--- src/hw/ntb_ipc_regs.vh ---
// Purpose: Offsets, field positions, reset values for the bridge block.
// Assumes: Byte offsets within one endpoint's lower 2KB window.
// Notes: Bit 11 of an access address selects the opposite endpoint.
`ifndef NTB_IPC_REGS_VH
`define NTB_IPC_REGS_VH
// ===========================================================
// Register offsets
`define OFF_OMSG0 11'h400
`define OFF_OMSG3 11'h40c
`define OFF_IMSG0 11'h410
`define OFF_IMSG3 11'h41c
`define OFF_ODB 11'h420
`define OFF_IDB 11'h424
`define OFF_ISTS 11'h428
`define OFF_SCR0 11'h430
`define OFF_SCR1 11'h434
`define OFF_BSTS 11'h438
`define OFF_CTRL 11'h43c
`define OFF_PADDR 11'h440
`define OFF_PDATA 11'h444
`define OFF_PGO 11'h448
`define OFF_PRES 11'h44c
// ===========================================================
// Field positions
`define ISTS_DB_BIT 4
`define BSTS_ECRC_BIT 0
`define CTRL_XBLOCK_BIT 0
`define CTRL_NFE_BIT 1
`define PGO_WRITE_BIT 0
// ===========================================================
// Reset values
`define RST_WORD 32'h0000_0000
`define RST_CTRL 2'h0
`define RST_FLAGS 4'h0
// ===========================================================
// CRC constants
`define CRC_POLY 32'h04c1_1db7
`define CRC_SEED 32'hffff_ffff
`endif

--- src/hw/ecrc_regen.v ---
// Purpose: Checks the received ECRC and builds the forwarded one.
// Assumes: start_in marks the first word; last_in the final word.
// Notes: Both CRCs run word-parallel over the same beats.
`timescale 1ns/100ps
`include "ntb_ipc_regs.vh"
module ecrc_regen (
   // Clock and reset
   input wire sys_clk_in,
   input wire rstn_in,
   // Packet beats
   input wire start_in,
   input wire valid_in,
   input wire last_in,
   input wire [31:0] orig_in,
   input wire [31:0] mod_in,
   input wire has_ecrc_in,
   input wire [31:0] ecrc_in,
   // Result
   output reg done_out,
   output reg err_out,
   output reg [31:0] ecrc_out
);
   // ========================================================
   // CRC step
   function [31:0] crc_step;
      input [31:0] c;
      input [31:0] d;
      integer i;
      reg [31:0] r;
      begin
         r = c;
         for (i = 31; i >= 0; i = i - 1) begin
            if (r[31] ^ d[i]) begin
               r = {r[30:0], 1'b0} ^ `CRC_POLY;
            end else begin
               r = {r[30:0], 1'b0};
            end
         end
         crc_step = r;
      end
   endfunction

   reg [31:0] orig_crc_reg;
   reg [31:0] mod_crc_reg;
   wire [31:0] orig_next;
   wire [31:0] mod_next;
   wire bad;
   assign orig_next = crc_step(start_in ? `CRC_SEED : orig_crc_reg,
                               orig_in);
   assign mod_next = crc_step(start_in ? `CRC_SEED : mod_crc_reg,
                              mod_in);
   assign bad = (~orig_next) != ecrc_in;

   // ========================================================
   // Accumulate and finish
   always @(posedge sys_clk_in or negedge rstn_in) begin
      if (!rstn_in) begin
         orig_crc_reg <= `CRC_SEED;
         mod_crc_reg <= `CRC_SEED;
         done_out <= 1'b0;
         err_out <= 1'b0;
         ecrc_out <= `RST_WORD;
      end else begin
         done_out <= 1'b0;
         err_out <= 1'b0;
         if (valid_in) begin
            orig_crc_reg <= orig_next;
            mod_crc_reg <= mod_next;
            if (last_in && has_ecrc_in) begin
               done_out <= 1'b1;
               err_out <= bad;
               // A bad input CRC is poisoned, not repaired.
               ecrc_out <= bad ? mod_next : ~mod_next;
            end
         end
      end
   end
endmodule // ecrc_regen

--- src/hw/ntb_ipc.v ---
// Purpose: Messages, doorbells, scratchpads, config windows, errors.
// Assumes: Index 0 is the internal endpoint, index 1 the external.
// Notes: Each side has one access port, config or BAR4 memory.
`timescale 1ns/100ps
`include "ntb_ipc_regs.vh"
module ntb_ipc (
   // Clock and reset
   input wire sys_clk_in,
   input wire rstn_in,
   // Register access, one lane per side
   input wire [1:0] req_valid_in,
   input wire [1:0] req_cfg_in,
   input wire [1:0] req_write_in,
   input wire [23:0] req_addr_in,
   input wire [63:0] req_wdata_in,
   output reg [1:0] rsp_valid_out,
   output reg [63:0] rsp_data_out,
   // Interrupt requests toward each root
   output reg [1:0] irq_out,
   // Forwarded packets, per receiving side
   input wire [1:0] pkt_start_in,
   input wire [1:0] pkt_valid_in,
   input wire [1:0] pkt_last_in,
   input wire [63:0] pkt_orig_in,
   input wire [63:0] pkt_mod_in,
   input wire [1:0] pkt_has_ecrc_in,
   input wire [63:0] pkt_ecrc_in,
   output reg [1:0] fwd_ecrc_valid_out,
   output reg [63:0] fwd_ecrc_out,
   // Error sources and messages
   input wire phy_err_in,
   input wire [1:0] tl_err_in,
   output reg [1:0] nonfatal_msg_out,
   output reg [1:0] err_msg_out,
   // External-side configuration issue
   output reg punch_valid_out,
   output reg punch_write_out,
   output reg [31:0] punch_addr_out,
   output reg [31:0] punch_data_out,
   input wire punch_done_in,
   input wire [31:0] punch_rdata_in
);
   // ========================================================
   // State
   reg [31:0] omsg_reg [0:7];
   reg [31:0] odb_reg [0:1];
   reg [31:0] idb_reg [0:1];
   reg [31:0] scr_reg [0:1];
   reg [3:0] mflag_reg [0:1];
   reg [1:0] bsts_reg;
   reg [1:0] ctrl_reg [0:1];
   reg [31:0] paddr_reg;
   reg [31:0] pdata_reg;
   reg [31:0] pres_reg;

   // ========================================================
   // Window decode
   function tgt_of;
      input side;
      input [11:0] a;
      begin
         tgt_of = a[11] ? ~side : side;
      end
   endfunction

   function [31:0] rd_word;
      input e;
      input [10:0] off;
      begin
         rd_word = `RST_WORD;
         if (off >= `OFF_OMSG0 && off <= `OFF_OMSG3) begin
            rd_word = omsg_reg[{e, off[3:2]}];
         end else if (off >= `OFF_IMSG0 && off <= `OFF_IMSG3) begin
            rd_word = omsg_reg[{~e, off[3:2]}];
         end else begin
            case (off)
               `OFF_ODB: rd_word = odb_reg[e];
               `OFF_IDB: rd_word = idb_reg[e];
               `OFF_ISTS: begin
                  rd_word[3:0] = mflag_reg[e];
                  rd_word[`ISTS_DB_BIT] = |idb_reg[e];
               end
               `OFF_SCR0: rd_word = scr_reg[0];
               `OFF_SCR1: rd_word = scr_reg[1];
               `OFF_BSTS: rd_word[`BSTS_ECRC_BIT] = bsts_reg[e];
               `OFF_CTRL: rd_word[1:0] = ctrl_reg[e];
               `OFF_PADDR: rd_word = e ? `RST_WORD : paddr_reg;
               `OFF_PDATA: rd_word = e ? `RST_WORD : pdata_reg;
               `OFF_PRES: rd_word = e ? `RST_WORD : pres_reg;
               default: rd_word = `RST_WORD;
            endcase
         end
      end
   endfunction

   wire [1:0] tgt_w;
   wire [1:0] acc_w;
   wire [1:0] wr_w;
   wire [21:0] off_w;
   genvar g;
   generate
      for (g = 0; g < 2; g = g + 1) begin : dec
         wire [11:0] a;
         assign a = req_addr_in[g*12 +: 12];
         assign tgt_w[g] = tgt_of(g[0], a);
         assign off_w[g*11 +: 11] = {a[10:2], 2'b00};
         // Memory (BAR4) accesses to the far window are never blocked.
         assign acc_w[g] = req_valid_in[g] &
            ~(req_cfg_in[g] & a[11] &
              ctrl_reg[tgt_w[g]][`CTRL_XBLOCK_BIT]);
         assign wr_w[g] = acc_w[g] & req_write_in[g];
      end
   endgenerate

   // ========================================================
   // Set and clear masks from both lanes
   reg [63:0] idb_set;
   reg [63:0] idb_clr;
   reg [7:0] mf_set;
   reg [7:0] mf_clr;
   reg [1:0] bs_clr;
   integer p;
   always @* begin
      idb_set = 64'h0;
      idb_clr = 64'h0;
      mf_set = 8'h0;
      mf_clr = 8'h0;
      bs_clr = 2'h0;
      for (p = 0; p < 2; p = p + 1) begin
         if (wr_w[p]) begin
            if (off_w[p*11 +: 11] == `OFF_ODB) begin
               if (tgt_w[p]) begin
                  idb_set[31:0] = idb_set[31:0] |
                     req_wdata_in[p*32 +: 32];
               end else begin
                  idb_set[63:32] = idb_set[63:32] |
                     req_wdata_in[p*32 +: 32];
               end
            end
            if (off_w[p*11 +: 11] == `OFF_IDB) begin
               if (tgt_w[p]) begin
                  idb_clr[63:32] = idb_clr[63:32] |
                     req_wdata_in[p*32 +: 32];
               end else begin
                  idb_clr[31:0] = idb_clr[31:0] |
                     req_wdata_in[p*32 +: 32];
               end
            end
            if (off_w[p*11 +: 11] >= `OFF_OMSG0 &&
                off_w[p*11 +: 11] <= `OFF_OMSG3) begin
               mf_set[{~tgt_w[p], off_w[p*11+2 +: 2]}] = 1'b1;
            end
            if (off_w[p*11 +: 11] == `OFF_ISTS) begin
               mf_clr[tgt_w[p]*4 +: 4] = mf_clr[tgt_w[p]*4 +: 4] |
                  req_wdata_in[p*32 +: 4];
            end
            if (off_w[p*11 +: 11] == `OFF_BSTS) begin
               bs_clr[tgt_w[p]] = bs_clr[tgt_w[p]] |
                  req_wdata_in[p*32 + `BSTS_ECRC_BIT];
            end
         end
      end
   end

   // ========================================================
   // ECRC regeneration, one per receiving side
   wire [1:0] ecrc_done;
   wire [1:0] ecrc_err;
   wire [63:0] ecrc_val;
   generate
      for (g = 0; g < 2; g = g + 1) begin : crc
         ecrc_regen u_regen (
            .sys_clk_in(sys_clk_in),
            .rstn_in(rstn_in),
            .start_in(pkt_start_in[g]),
            .valid_in(pkt_valid_in[g]),
            .last_in(pkt_last_in[g]),
            .orig_in(pkt_orig_in[g*32 +: 32]),
            .mod_in(pkt_mod_in[g*32 +: 32]),
            .has_ecrc_in(pkt_has_ecrc_in[g]),
            .ecrc_in(pkt_ecrc_in[g*32 +: 32]),
            .done_out(ecrc_done[g]),
            .err_out(ecrc_err[g]),
            .ecrc_out(ecrc_val[g*32 +: 32])
         );
      end
   endgenerate

   // ========================================================
   // Flags, doorbells, errors
   integer e;
   always @(posedge sys_clk_in or negedge rstn_in) begin
      if (!rstn_in) begin
         for (e = 0; e < 2; e = e + 1) begin
            idb_reg[e] <= `RST_WORD;
            mflag_reg[e] <= `RST_FLAGS;
         end
         bsts_reg <= 2'h0;
         irq_out <= 2'h0;
         fwd_ecrc_valid_out <= 2'h0;
         fwd_ecrc_out <= 64'h0;
         nonfatal_msg_out <= 2'h0;
         err_msg_out <= 2'h0;
      end else begin
         for (e = 0; e < 2; e = e + 1) begin
            // A ring in the same cycle as a clear survives.
            idb_reg[e] <= (idb_reg[e] & ~idb_clr[e*32 +: 32]) |
               idb_set[e*32 +: 32];
            mflag_reg[e] <= (mflag_reg[e] & ~mf_clr[e*4 +: 4]) |
               mf_set[e*4 +: 4];
            irq_out[e] <= (|mflag_reg[e]) | (|idb_reg[e]);
            nonfatal_msg_out[e] <= ecrc_err[e] &
               ctrl_reg[e][`CTRL_NFE_BIT];
         end
         bsts_reg <= (bsts_reg & ~bs_clr) | ecrc_err;
         fwd_ecrc_valid_out <= ecrc_done;
         fwd_ecrc_out <= ecrc_val;
         // Link faults belong to the external side only.
         err_msg_out[0] <= tl_err_in[0];
         err_msg_out[1] <= tl_err_in[1] | phy_err_in;
      end
   end

   // ========================================================
   // Plain storage; the internal lane is applied last and wins
   integer q;
   always @(posedge sys_clk_in or negedge rstn_in) begin
      if (!rstn_in) begin
         for (q = 0; q < 8; q = q + 1) begin
            omsg_reg[q] <= `RST_WORD;
         end
         for (q = 0; q < 2; q = q + 1) begin
            odb_reg[q] <= `RST_WORD;
            scr_reg[q] <= `RST_WORD;
            ctrl_reg[q] <= `RST_CTRL;
         end
         paddr_reg <= `RST_WORD;
         pdata_reg <= `RST_WORD;
      end else begin
         for (q = 1; q >= 0; q = q - 1) begin
            if (wr_w[q]) begin
               if (off_w[q*11 +: 11] >= `OFF_OMSG0 &&
                   off_w[q*11 +: 11] <= `OFF_OMSG3) begin
                  omsg_reg[{tgt_w[q], off_w[q*11+2 +: 2]}] <=
                     req_wdata_in[q*32 +: 32];
               end
               case (off_w[q*11 +: 11])
                  `OFF_ODB: odb_reg[tgt_w[q]] <=
                     req_wdata_in[q*32 +: 32];
                  // No flag or mask is touched here.
                  `OFF_SCR0: scr_reg[0] <=
                     req_wdata_in[q*32 +: 32];
                  `OFF_SCR1: scr_reg[1] <=
                     req_wdata_in[q*32 +: 32];
                  `OFF_CTRL: ctrl_reg[tgt_w[q]] <=
                     req_wdata_in[q*32 +: 2];
                  `OFF_PADDR: if (!tgt_w[q]) begin
                     paddr_reg <= req_wdata_in[q*32 +: 32];
                  end
                  `OFF_PDATA: if (!tgt_w[q]) begin
                     pdata_reg <= req_wdata_in[q*32 +: 32];
                  end
                  default: ;
               endcase
            end
         end
      end
   end

   // ========================================================
   // External-side configuration issue
   wire [1:0] go_w;
   assign go_w[0] = wr_w[0] & ~tgt_w[0] &
      (off_w[10:0] == `OFF_PGO);
   assign go_w[1] = wr_w[1] & ~tgt_w[1] &
      (off_w[21:11] == `OFF_PGO);
   always @(posedge sys_clk_in or negedge rstn_in) begin
      if (!rstn_in) begin
         punch_valid_out <= 1'b0;
         punch_write_out <= 1'b0;
         punch_addr_out <= `RST_WORD;
         punch_data_out <= `RST_WORD;
         pres_reg <= `RST_WORD;
      end else begin
         punch_valid_out <= |go_w;
         if (|go_w) begin
            punch_write_out <= go_w[0] ?
               req_wdata_in[`PGO_WRITE_BIT] :
               req_wdata_in[32 + `PGO_WRITE_BIT];
            punch_addr_out <= paddr_reg;
            punch_data_out <= pdata_reg;
         end
         if (punch_done_in) begin
            pres_reg <= punch_rdata_in;
         end
      end
   end

   // ========================================================
   // Read answers, one cycle after the request
   integer r;
   always @(posedge sys_clk_in or negedge rstn_in) begin
      if (!rstn_in) begin
         rsp_valid_out <= 2'h0;
         rsp_data_out <= 64'h0;
      end else begin
         for (r = 0; r < 2; r = r + 1) begin
            rsp_valid_out[r] <= req_valid_in[r];
            // A blocked access still answers, with zero data.
            rsp_data_out[r*32 +: 32] <= acc_w[r] ?
               rd_word(tgt_w[r], off_w[r*11 +: 11]) :
               `RST_WORD;
         end
      end
   end
endmodule // ntb_ipc

--- config.mk ---
export PLATFORM = sky130hd
export DESIGN_NAME = ntb_ipc
export DESIGN_NICKNAME = d
export VERILOG_FILES = /design/src/hw/ecrc_regen.v /design/src/hw/ntb_ipc.v
export VERILOG_INCLUDE_DIRS = /design/src /design/src/hw
export SDC_FILE = /design/constraint.sdc
export NUM_CORES = 2
export LEC_CHECK = 0
export ABC_CLOCK_PERIOD_IN_PS = 5000
export BUFFER_PORTS_ARGS = -buffer_cell sky130_fd_sc_hd__buf_4
export CORE_UTILIZATION = 39
export CTS_BUF_LIST = sky130_fd_sc_hd__clkbuf_8
export CTS_CLUSTER_SIZE = 8
export DETAILED_ROUTE_END_ITERATION = 8
export SETUP_SLACK_MARGIN = 0.4
export SLEW_MARGIN = 20
export SYNTH_ARGS = -nofsm -noshare
export SYNTH_HDL_FRONTEND = slang
export SYNTH_SLANG_ARGS = --single-unit
--- constraint.sdc ---
create_clock -name sys_clk_in -period 5 [get_ports sys_clk_in]
set_input_delay 0.5 -clock sys_clk_in [delete_from_list [all_inputs] [get_ports sys_clk_in]]
set_output_delay 0.5 -clock sys_clk_in [all_outputs]
set_load 0.01 [all_outputs]
After elaboration in Yosys (flattened, before gate mapping)
Index checks and enable logic that the tools add are counted.
- shifts and indexed selects: 6
- add/sub/neg operators: 2
- mux-type cells: 292
- bitwise gates (word level): 312
- eq/ne operators: 24
- $lt $le $gt $ge: 26
- reduce and logical (&&, ||, !) cells: 23
- operator list (kind ; number):
    27-bit two-way mux ; 128
    32-bit two-way mux ; 64
    14-bit NOT ; 128
    256-bit two-way mux ; 4
    64-bit two-way mux ; 14
    256-bit bitwise mux ; 2
    32-bit binary-select mux with 3-bit select ; 4
    27-bit case mux with 7 select lines ; 2
    9-bit equality test, second input constant ; 22
    32-bit demux with 3-bit select ; 2
    32-bit NOT ; 6
    32-bit OR ; 6
    64-bit bitwise mux ; 2
    32-bit OR reduction ; 4
    1-bit bitwise XOR ; 128
    3-bit negation with 34-bit output ; 2
    4-bit by 34-bit variable shift with 8-bit output, first input constant ; 2
    4-bit by 34-bit variable part select with 8-bit output ; 2
    32-bit bitwise AND ; 2
    32-bit demux with 1-bit select ; 2
    8-bit two-way mux ; 8
    32-bit != test ; 2
    3-bit case mux with 8 select lines ; 2
    11-bit greater-or-equal comparator, second input constant ; 4
    other kinds (39) ; 143
- input bits: 332
- register bits after elaboration: 958

Depth between registers and ports, before layout
- word-level depth: 69
- depth in mapped cells: 22

Cells and area by module
From an unflattened synthesis, not the netlist that was laid out.
- cell total of the unflattened synthesis: 6231
- area total of the unflattened synthesis: 66043.3 µm²
- modules (own cells, without submodules) (module ; cells an instance ; area each (µm²) ; times used ; seq. area each (µm²)):
    ntb_ipc ; 4133 ; 42420.7 ; 1 ; 19068.3
    ecrc_regen ; 1049 ; 11811.3 ; 2 ; 2532.4

Least setup slack after synthesis
OpenSTA, ideal clock, no wires.
- path type: input to register
- from: input pkt_orig_in[28]
- to: register crc[0].u_regen.ecrc_out[22]
- data required time: 4.875 ns
- setup time: 0.125 ns
- buffers on the path: 2
- stages: 15
- setup slack: -0.018 ns
- arrival time: 4.894 ns
- cells stage by stage: buf_2 -> xnor2_1 -> xnor3_1 -> xor3_1 -> xnor3_1 -> xnor2_2 -> xor3_2 -> xnor2_1 -> xnor2_1 -> or3_1 -> a2111oi_4 -> nand4_4 -> buf_6 -> xnor2_1 -> mux2_2
- cells in the longest elaborated chain, start to end: 44
- RTL lines (what ; RTL line ; source):
    start, declared ; ntb_ipc.v:24 ; input wire [63:0] pkt_orig_in,
    1-bit bitwise XOR (*) ; ecrc_regen.v:33 ; if (r[31] ^ d[i]) begin
    27-bit two-way mux (*) ; ecrc_regen.v:33 ;
    14-bit NOT (no source line) ; -- ;
    27-bit two-way mux ; ecrc_regen.v:33 ;
    14-bit NOT (no source line) ; -- ;
    27-bit two-way mux (2 in a row) ; ecrc_regen.v:33 ;
    14-bit NOT (no source line) ; -- ;
    27-bit two-way mux ; ecrc_regen.v:33 ;
    (+25 left out) ; -- ;
    27-bit two-way mux ; ecrc_regen.v:33 ;
    14-bit NOT (no source line) ; -- ;
    27-bit two-way mux (3 in a row) ; ecrc_regen.v:33 ;
    14-bit NOT (no source line) ; -- ;
    27-bit two-way mux ; ecrc_regen.v:33 ;
    32-bit NOT (*) ; ecrc_regen.v:52 ; assign bad = (~orig_next) != ecrc_in;
    32-bit != test (*) ; ecrc_regen.v:52 ;
    32-bit two-way mux (*) ; ecrc_regen.v:73 ; ecrc_out <= bad ? mod_next : ~mod_next;
    end signal, assigned ; ecrc_regen.v:62 ; ecrc_out <= `RST_WORD;
    end signal, assigned ; ecrc_regen.v:73 ;
    end, declared ; ecrc_regen.v:21 ; output reg [31:0] ecrc_out
Every way passes the cells marked *; elsewhere a longest branch is shown, timed or not.
A chain may end at the register's enable or synchronous reset.

Worst setup path in the final report
- from: register crc[0].u_regen.orig_crc_reg[28]
- to: register crc[0].u_regen.ecrc_out[16]
- cells in the longest elaborated chain, start to end: 45
- RTL lines (what ; RTL line ; source):
    start, declared ; ecrc_regen.v:43 ; reg [31:0] orig_crc_reg;
    start signal, assigned ; ecrc_regen.v:58 ; orig_crc_reg <= `CRC_SEED;
    start signal, assigned ; ecrc_regen.v:67 ; orig_crc_reg <= orig_next;
    32-bit two-way mux (*) ; ecrc_regen.v:48 ; assign orig_next = crc_step(start_in ? `CRC_SEED : orig_crc_reg,
    1-bit bitwise XOR (*) ; ecrc_regen.v:33 ;
    27-bit two-way mux (*) ; ecrc_regen.v:33 ;
    14-bit NOT (no source line) ; -- ;
    27-bit two-way mux ; ecrc_regen.v:33 ;
    14-bit NOT (no source line) ; -- ;
    27-bit two-way mux (2 in a row) ; ecrc_regen.v:33 ;
    14-bit NOT (no source line) ; -- ;
    (+26 left out) ; -- ;
    27-bit two-way mux ; ecrc_regen.v:33 ;
    14-bit NOT (no source line) ; -- ;
    27-bit two-way mux (3 in a row) ; ecrc_regen.v:33 ;
    14-bit NOT (no source line) ; -- ;
    27-bit two-way mux ; ecrc_regen.v:33 ;
    32-bit NOT (*) ; ecrc_regen.v:52 ;
    32-bit != test (*) ; ecrc_regen.v:52 ;
    32-bit two-way mux (*) ; ecrc_regen.v:73 ;
Marked as above.

==> key figures <==
Placement
  • Cell Area, Placed: 73500 sq um
  • Port Buffers: 531
  • Detailed placement HPWL: 165 mm
  • Post-Place Worst Slack: -0.164 ns
  • Routability Congestion: 0.935

Cells and area
  • Number of flip-flops in the largest register: 256
  • Number of nets in the layout: 7378
  • Final Cell Area: 80700 sq um
  • Ratio of cells with drive above 1 in the final layout: 30.7%
  • P&R area growth vs syn: 25.7%

Synthesis
  • Post-synthesis xor/xnor area fraction: 22.4%
  • Synthesized-area fraction occupied by adder cells: 0%
  • Simple-gate share of the synthesized area: 8.01%
  • Largest family of logic cells by synthesized area: XOR/XNOR gates
  • Post-Syn Area: 64200 sq um
  • Ys flop type: dfrtp_1
  • Syn Area/Cell: 10.5 sq um
  • Post-synthesis mux area share: 18.6%
  • Most frequent cell after synthesis: dfrtp_1
  • Synth unique cells: 67
  • Synth cell count leaders: dfrtp_1 (830), xnor2_1 (812), mux2i_1 (640), nor2_1 (640), a21oi_1 (494)
  • Flops & latches, synth: 958
  • Post-synth ARST share: 100%
  • Post-synth top area cell: dfrtp_1
  • Synth Area in Compound Gates: 9.91%
  • Share of Yosys cell area claimed by the top area cell type: 32.4%
  • Synth Warn #: 0
  • Sequential area share after synthesis: 37.6%
  • Post-Synthesis Cells: 6139
  • Post-Syn Nets: 6471
  • Number of synthesized flops with an enable pin: 0
  • Top post-synthesis cells by area: dfrtp_1 (32%), xnor2_1 (11%), mux2i_1 (10%)

Worst hold path
  • HP Start: req_cfg_in[0]
  • HP Class: in -> reg

Setup path
  • Worst-path fanout max: 25
  • CP bufs+invs: 2
  • RR Startpoint: crc[0].u_regen.orig_crc_reg[28]
  • Crit-path most repeated cell: xnor3_2
  • WS Path Type: reg -> reg
  • Crit path DAT: 5.80 ns
  • CP top delay family: XOR/XNOR gates
  • Worst Setup SP: crc[0].u_regen.orig_crc_reg[28]
  • CP required: 5.79 ns
  • Crit path launch type: flop
  • Largest stage delay, worst path: 0.61 ns
  • Endpoint class of the critical path: flop
  • Critical Path, Cell by Cell: xnor2_1 > nor2_1 > buf_4 > xnor3_1 > xnor3_2 > xnor3_2 > xnor3_1 > xnor3_2 > xor2_2 > nor3_1 > a31oi_1 > a2111oi_4 > nand4_4 > buf_12 > xnor2_1 > mux2_2
  • Slowest stage cell, crit path: dfstp_2

Floorplanning
  • Die area: 166000 sq um
  • Num rows: 148
  • Initial Util: 39.4%
  • CORE AREA: 163000 sq um
  • Boundary Pins: 536
  • Die Y: 408 um
  • Die X: 408 um

Global route
  • Global-route wire length before repair: 353 mm
  • Total track usage: 28.5%
  • Largest net degree at the start of global routing: 171
  • Initial antenna violation count: 24
  • Grt total ovfl: 0
  • Number of global-route vias before repair: 52300

STA
  • Slew Viols, Final: 0
  • FMAX: 200 MHz
  • Hold Violations, Final: 0
  • Min Clock Period, post-route: 5.01 ns
  • RSZ-0062 raised after global routing: yes
  • Setup WS post-layout: -0.0114 ns
  • Relative slew slack: 24.4%
  • Period utilisation layout: 100%
  • Worst Skew: 0.0703 ns
  • Endpoints failing setup: 2
  • Worst slew pin tran: 1.13 ns
  • Fin Setup TNS: -0.0120 ns

Status
  • Violated checks: setup timing
  • Status: complete, but fails checks

Detailed routing
  • WL met3: 20.7 mm
  • Met1 WL: 98.8 mm
  • Antenna viol nets, final: 0
  • Pre-antenna DRT Iters: 8
  • Metal2 WL: 110 mm
  • Wire length per cell: 25.7 um
  • Drt initial violations: 5754
  • Via/cell ratio: 5.58
  • Final WL: 241 mm
  • DR vias: 52300
  • Max Used Layer: met5
  • DRC: 0

Clocking
  • TritonCTS clock tree: done
  • Clock transition at path regs: 0.06 ns
  • Clock Sinks: 958
  • Worst-case clock buffer depth: 3
  • H-tree levels: 4
  • Root Buffer: clkbuf_8
  • Skew-Pair Late Insertion Delay: 0.97 ns
  • Number of CTS-inserted buffers: 178

Job
  • Max Cap Viol: 0
==> per-stage QoR <==
step | hold WS, ns | utilization, % | std cells
after floorplan | 0.204 | - | 6139
after global placement | 0.333 | 45.1 | 8824
after detailed placement | 0.336 | 45.1 | 8824
after CTS | 0.0339 | 49.0 | 9352
after global routing | 0.0875 | 49.5 | 9373
final | 0.143 | 49.5 | 9377
==> cells in the final DEF (no fill, tap or decap), types with 29 or more instances in the layout <==
master         count
xnor2_2          112
a221oi_1          66
dfrtp_1          830
nand3_1           81
clkbuf_8         232
inv_1             92
o22ai_1           35
xor2_1           226
buf_4           1067
a2111oi_0         29
a21oi_1          494
xnor3_1          104
o21ai_0          201
a22oi_1          113
nand2_1          381
mux2i_1          640
mux4_2           128
mux2_2           234
xnor2_4           34
xnor2_1          717
dfstp_2          127
dlygate4sd3_1    135
o21ai_1           46
nor2_1           610
xnor3_2           48
==> metal layers <==
| layer | vias up | track usage [%] |
|---|---|---|
| met3 | 659 | 6.63 |
| met5 | - | 0 |
| met4 | 20 | 12.9 |
| met1 | 25700 | 37.3 |
| met2 | 2639 | 44.7 |
| li1 | 23200 | - |
==> repair_timing <==
action	CTS	global route
resized for setup	103	75
endpoints found under the hold margin	638	0
endpoints found under the setup margin	71	72
gates cloned	3	1
pin swaps	60	61
hold buffers	135	0
buffers inserted	63	15
==> kinds of logic (layout without fill, tap and decap cells) <==
| kind of cell | count (synthesis) | after routing |
|---|---|---|
| AO/OA/AOI/OAI | 1080 | 1080 |
| other | 0 | 9 |
| flip-flops | 958 | 958 |
| XOR/XNOR | 1298 | 1298 |
| buffers and inverters | 560 | 1614 |
| AND/OR/NAND/NOR | 1241 | 1241 |
| multiplexers | 1002 | 1002 |
==> worst register-to-register path, cell delays in order, from the launching register on <==
cell       delay, ns
dfstp_2         0.61
xnor2_1         0.13
nor2_1          0.07
buf_4           0.15
xnor3_1         0.33
xnor3_2         0.41
xnor3_2         0.48
xnor3_1         0.38
xnor3_2         0.51
xor2_2          0.20
nor3_1          0.19
a31oi_1         0.10
a2111oi_4       0.43
nand4_4         0.17
buf_12          0.21
xnor2_1         0.22
mux2_2          0.27
==> layout make-up <==
class | count | area, sq um
multi-input combinational | 4621 | 39600
antenna | 9 | 22.5
tap | 2175 | 2720
sequential | 958 | 24100
fill | 14800 | 82400
timing repair buffer | 1250 | 10200
clock inverter | 95 | 707
clock buffer | 232 | 3190
inverter | 37 | 139
==> worst paths after layout <==
kind	end	slack, ns	depth (start not counted)
max	crc[0].u_regen.ecrc_out[16]	-0.01	16
min	rsp_data_out[2]	0.14	4
max reg2reg	crc[0].u_regen.ecrc_out[16]	-0.01	16
min reg2reg	fwd_ecrc_valid_out[0]	0.34	0
max in group asynchronous	pdata_reg[23]	3.32	3
min in group asynchronous	omsg_reg[35]	0.16	2
Power is left out: the tool's default activity adds up to more than one toggle a clock period on the data nets, which glitch-free logic cannot reach.
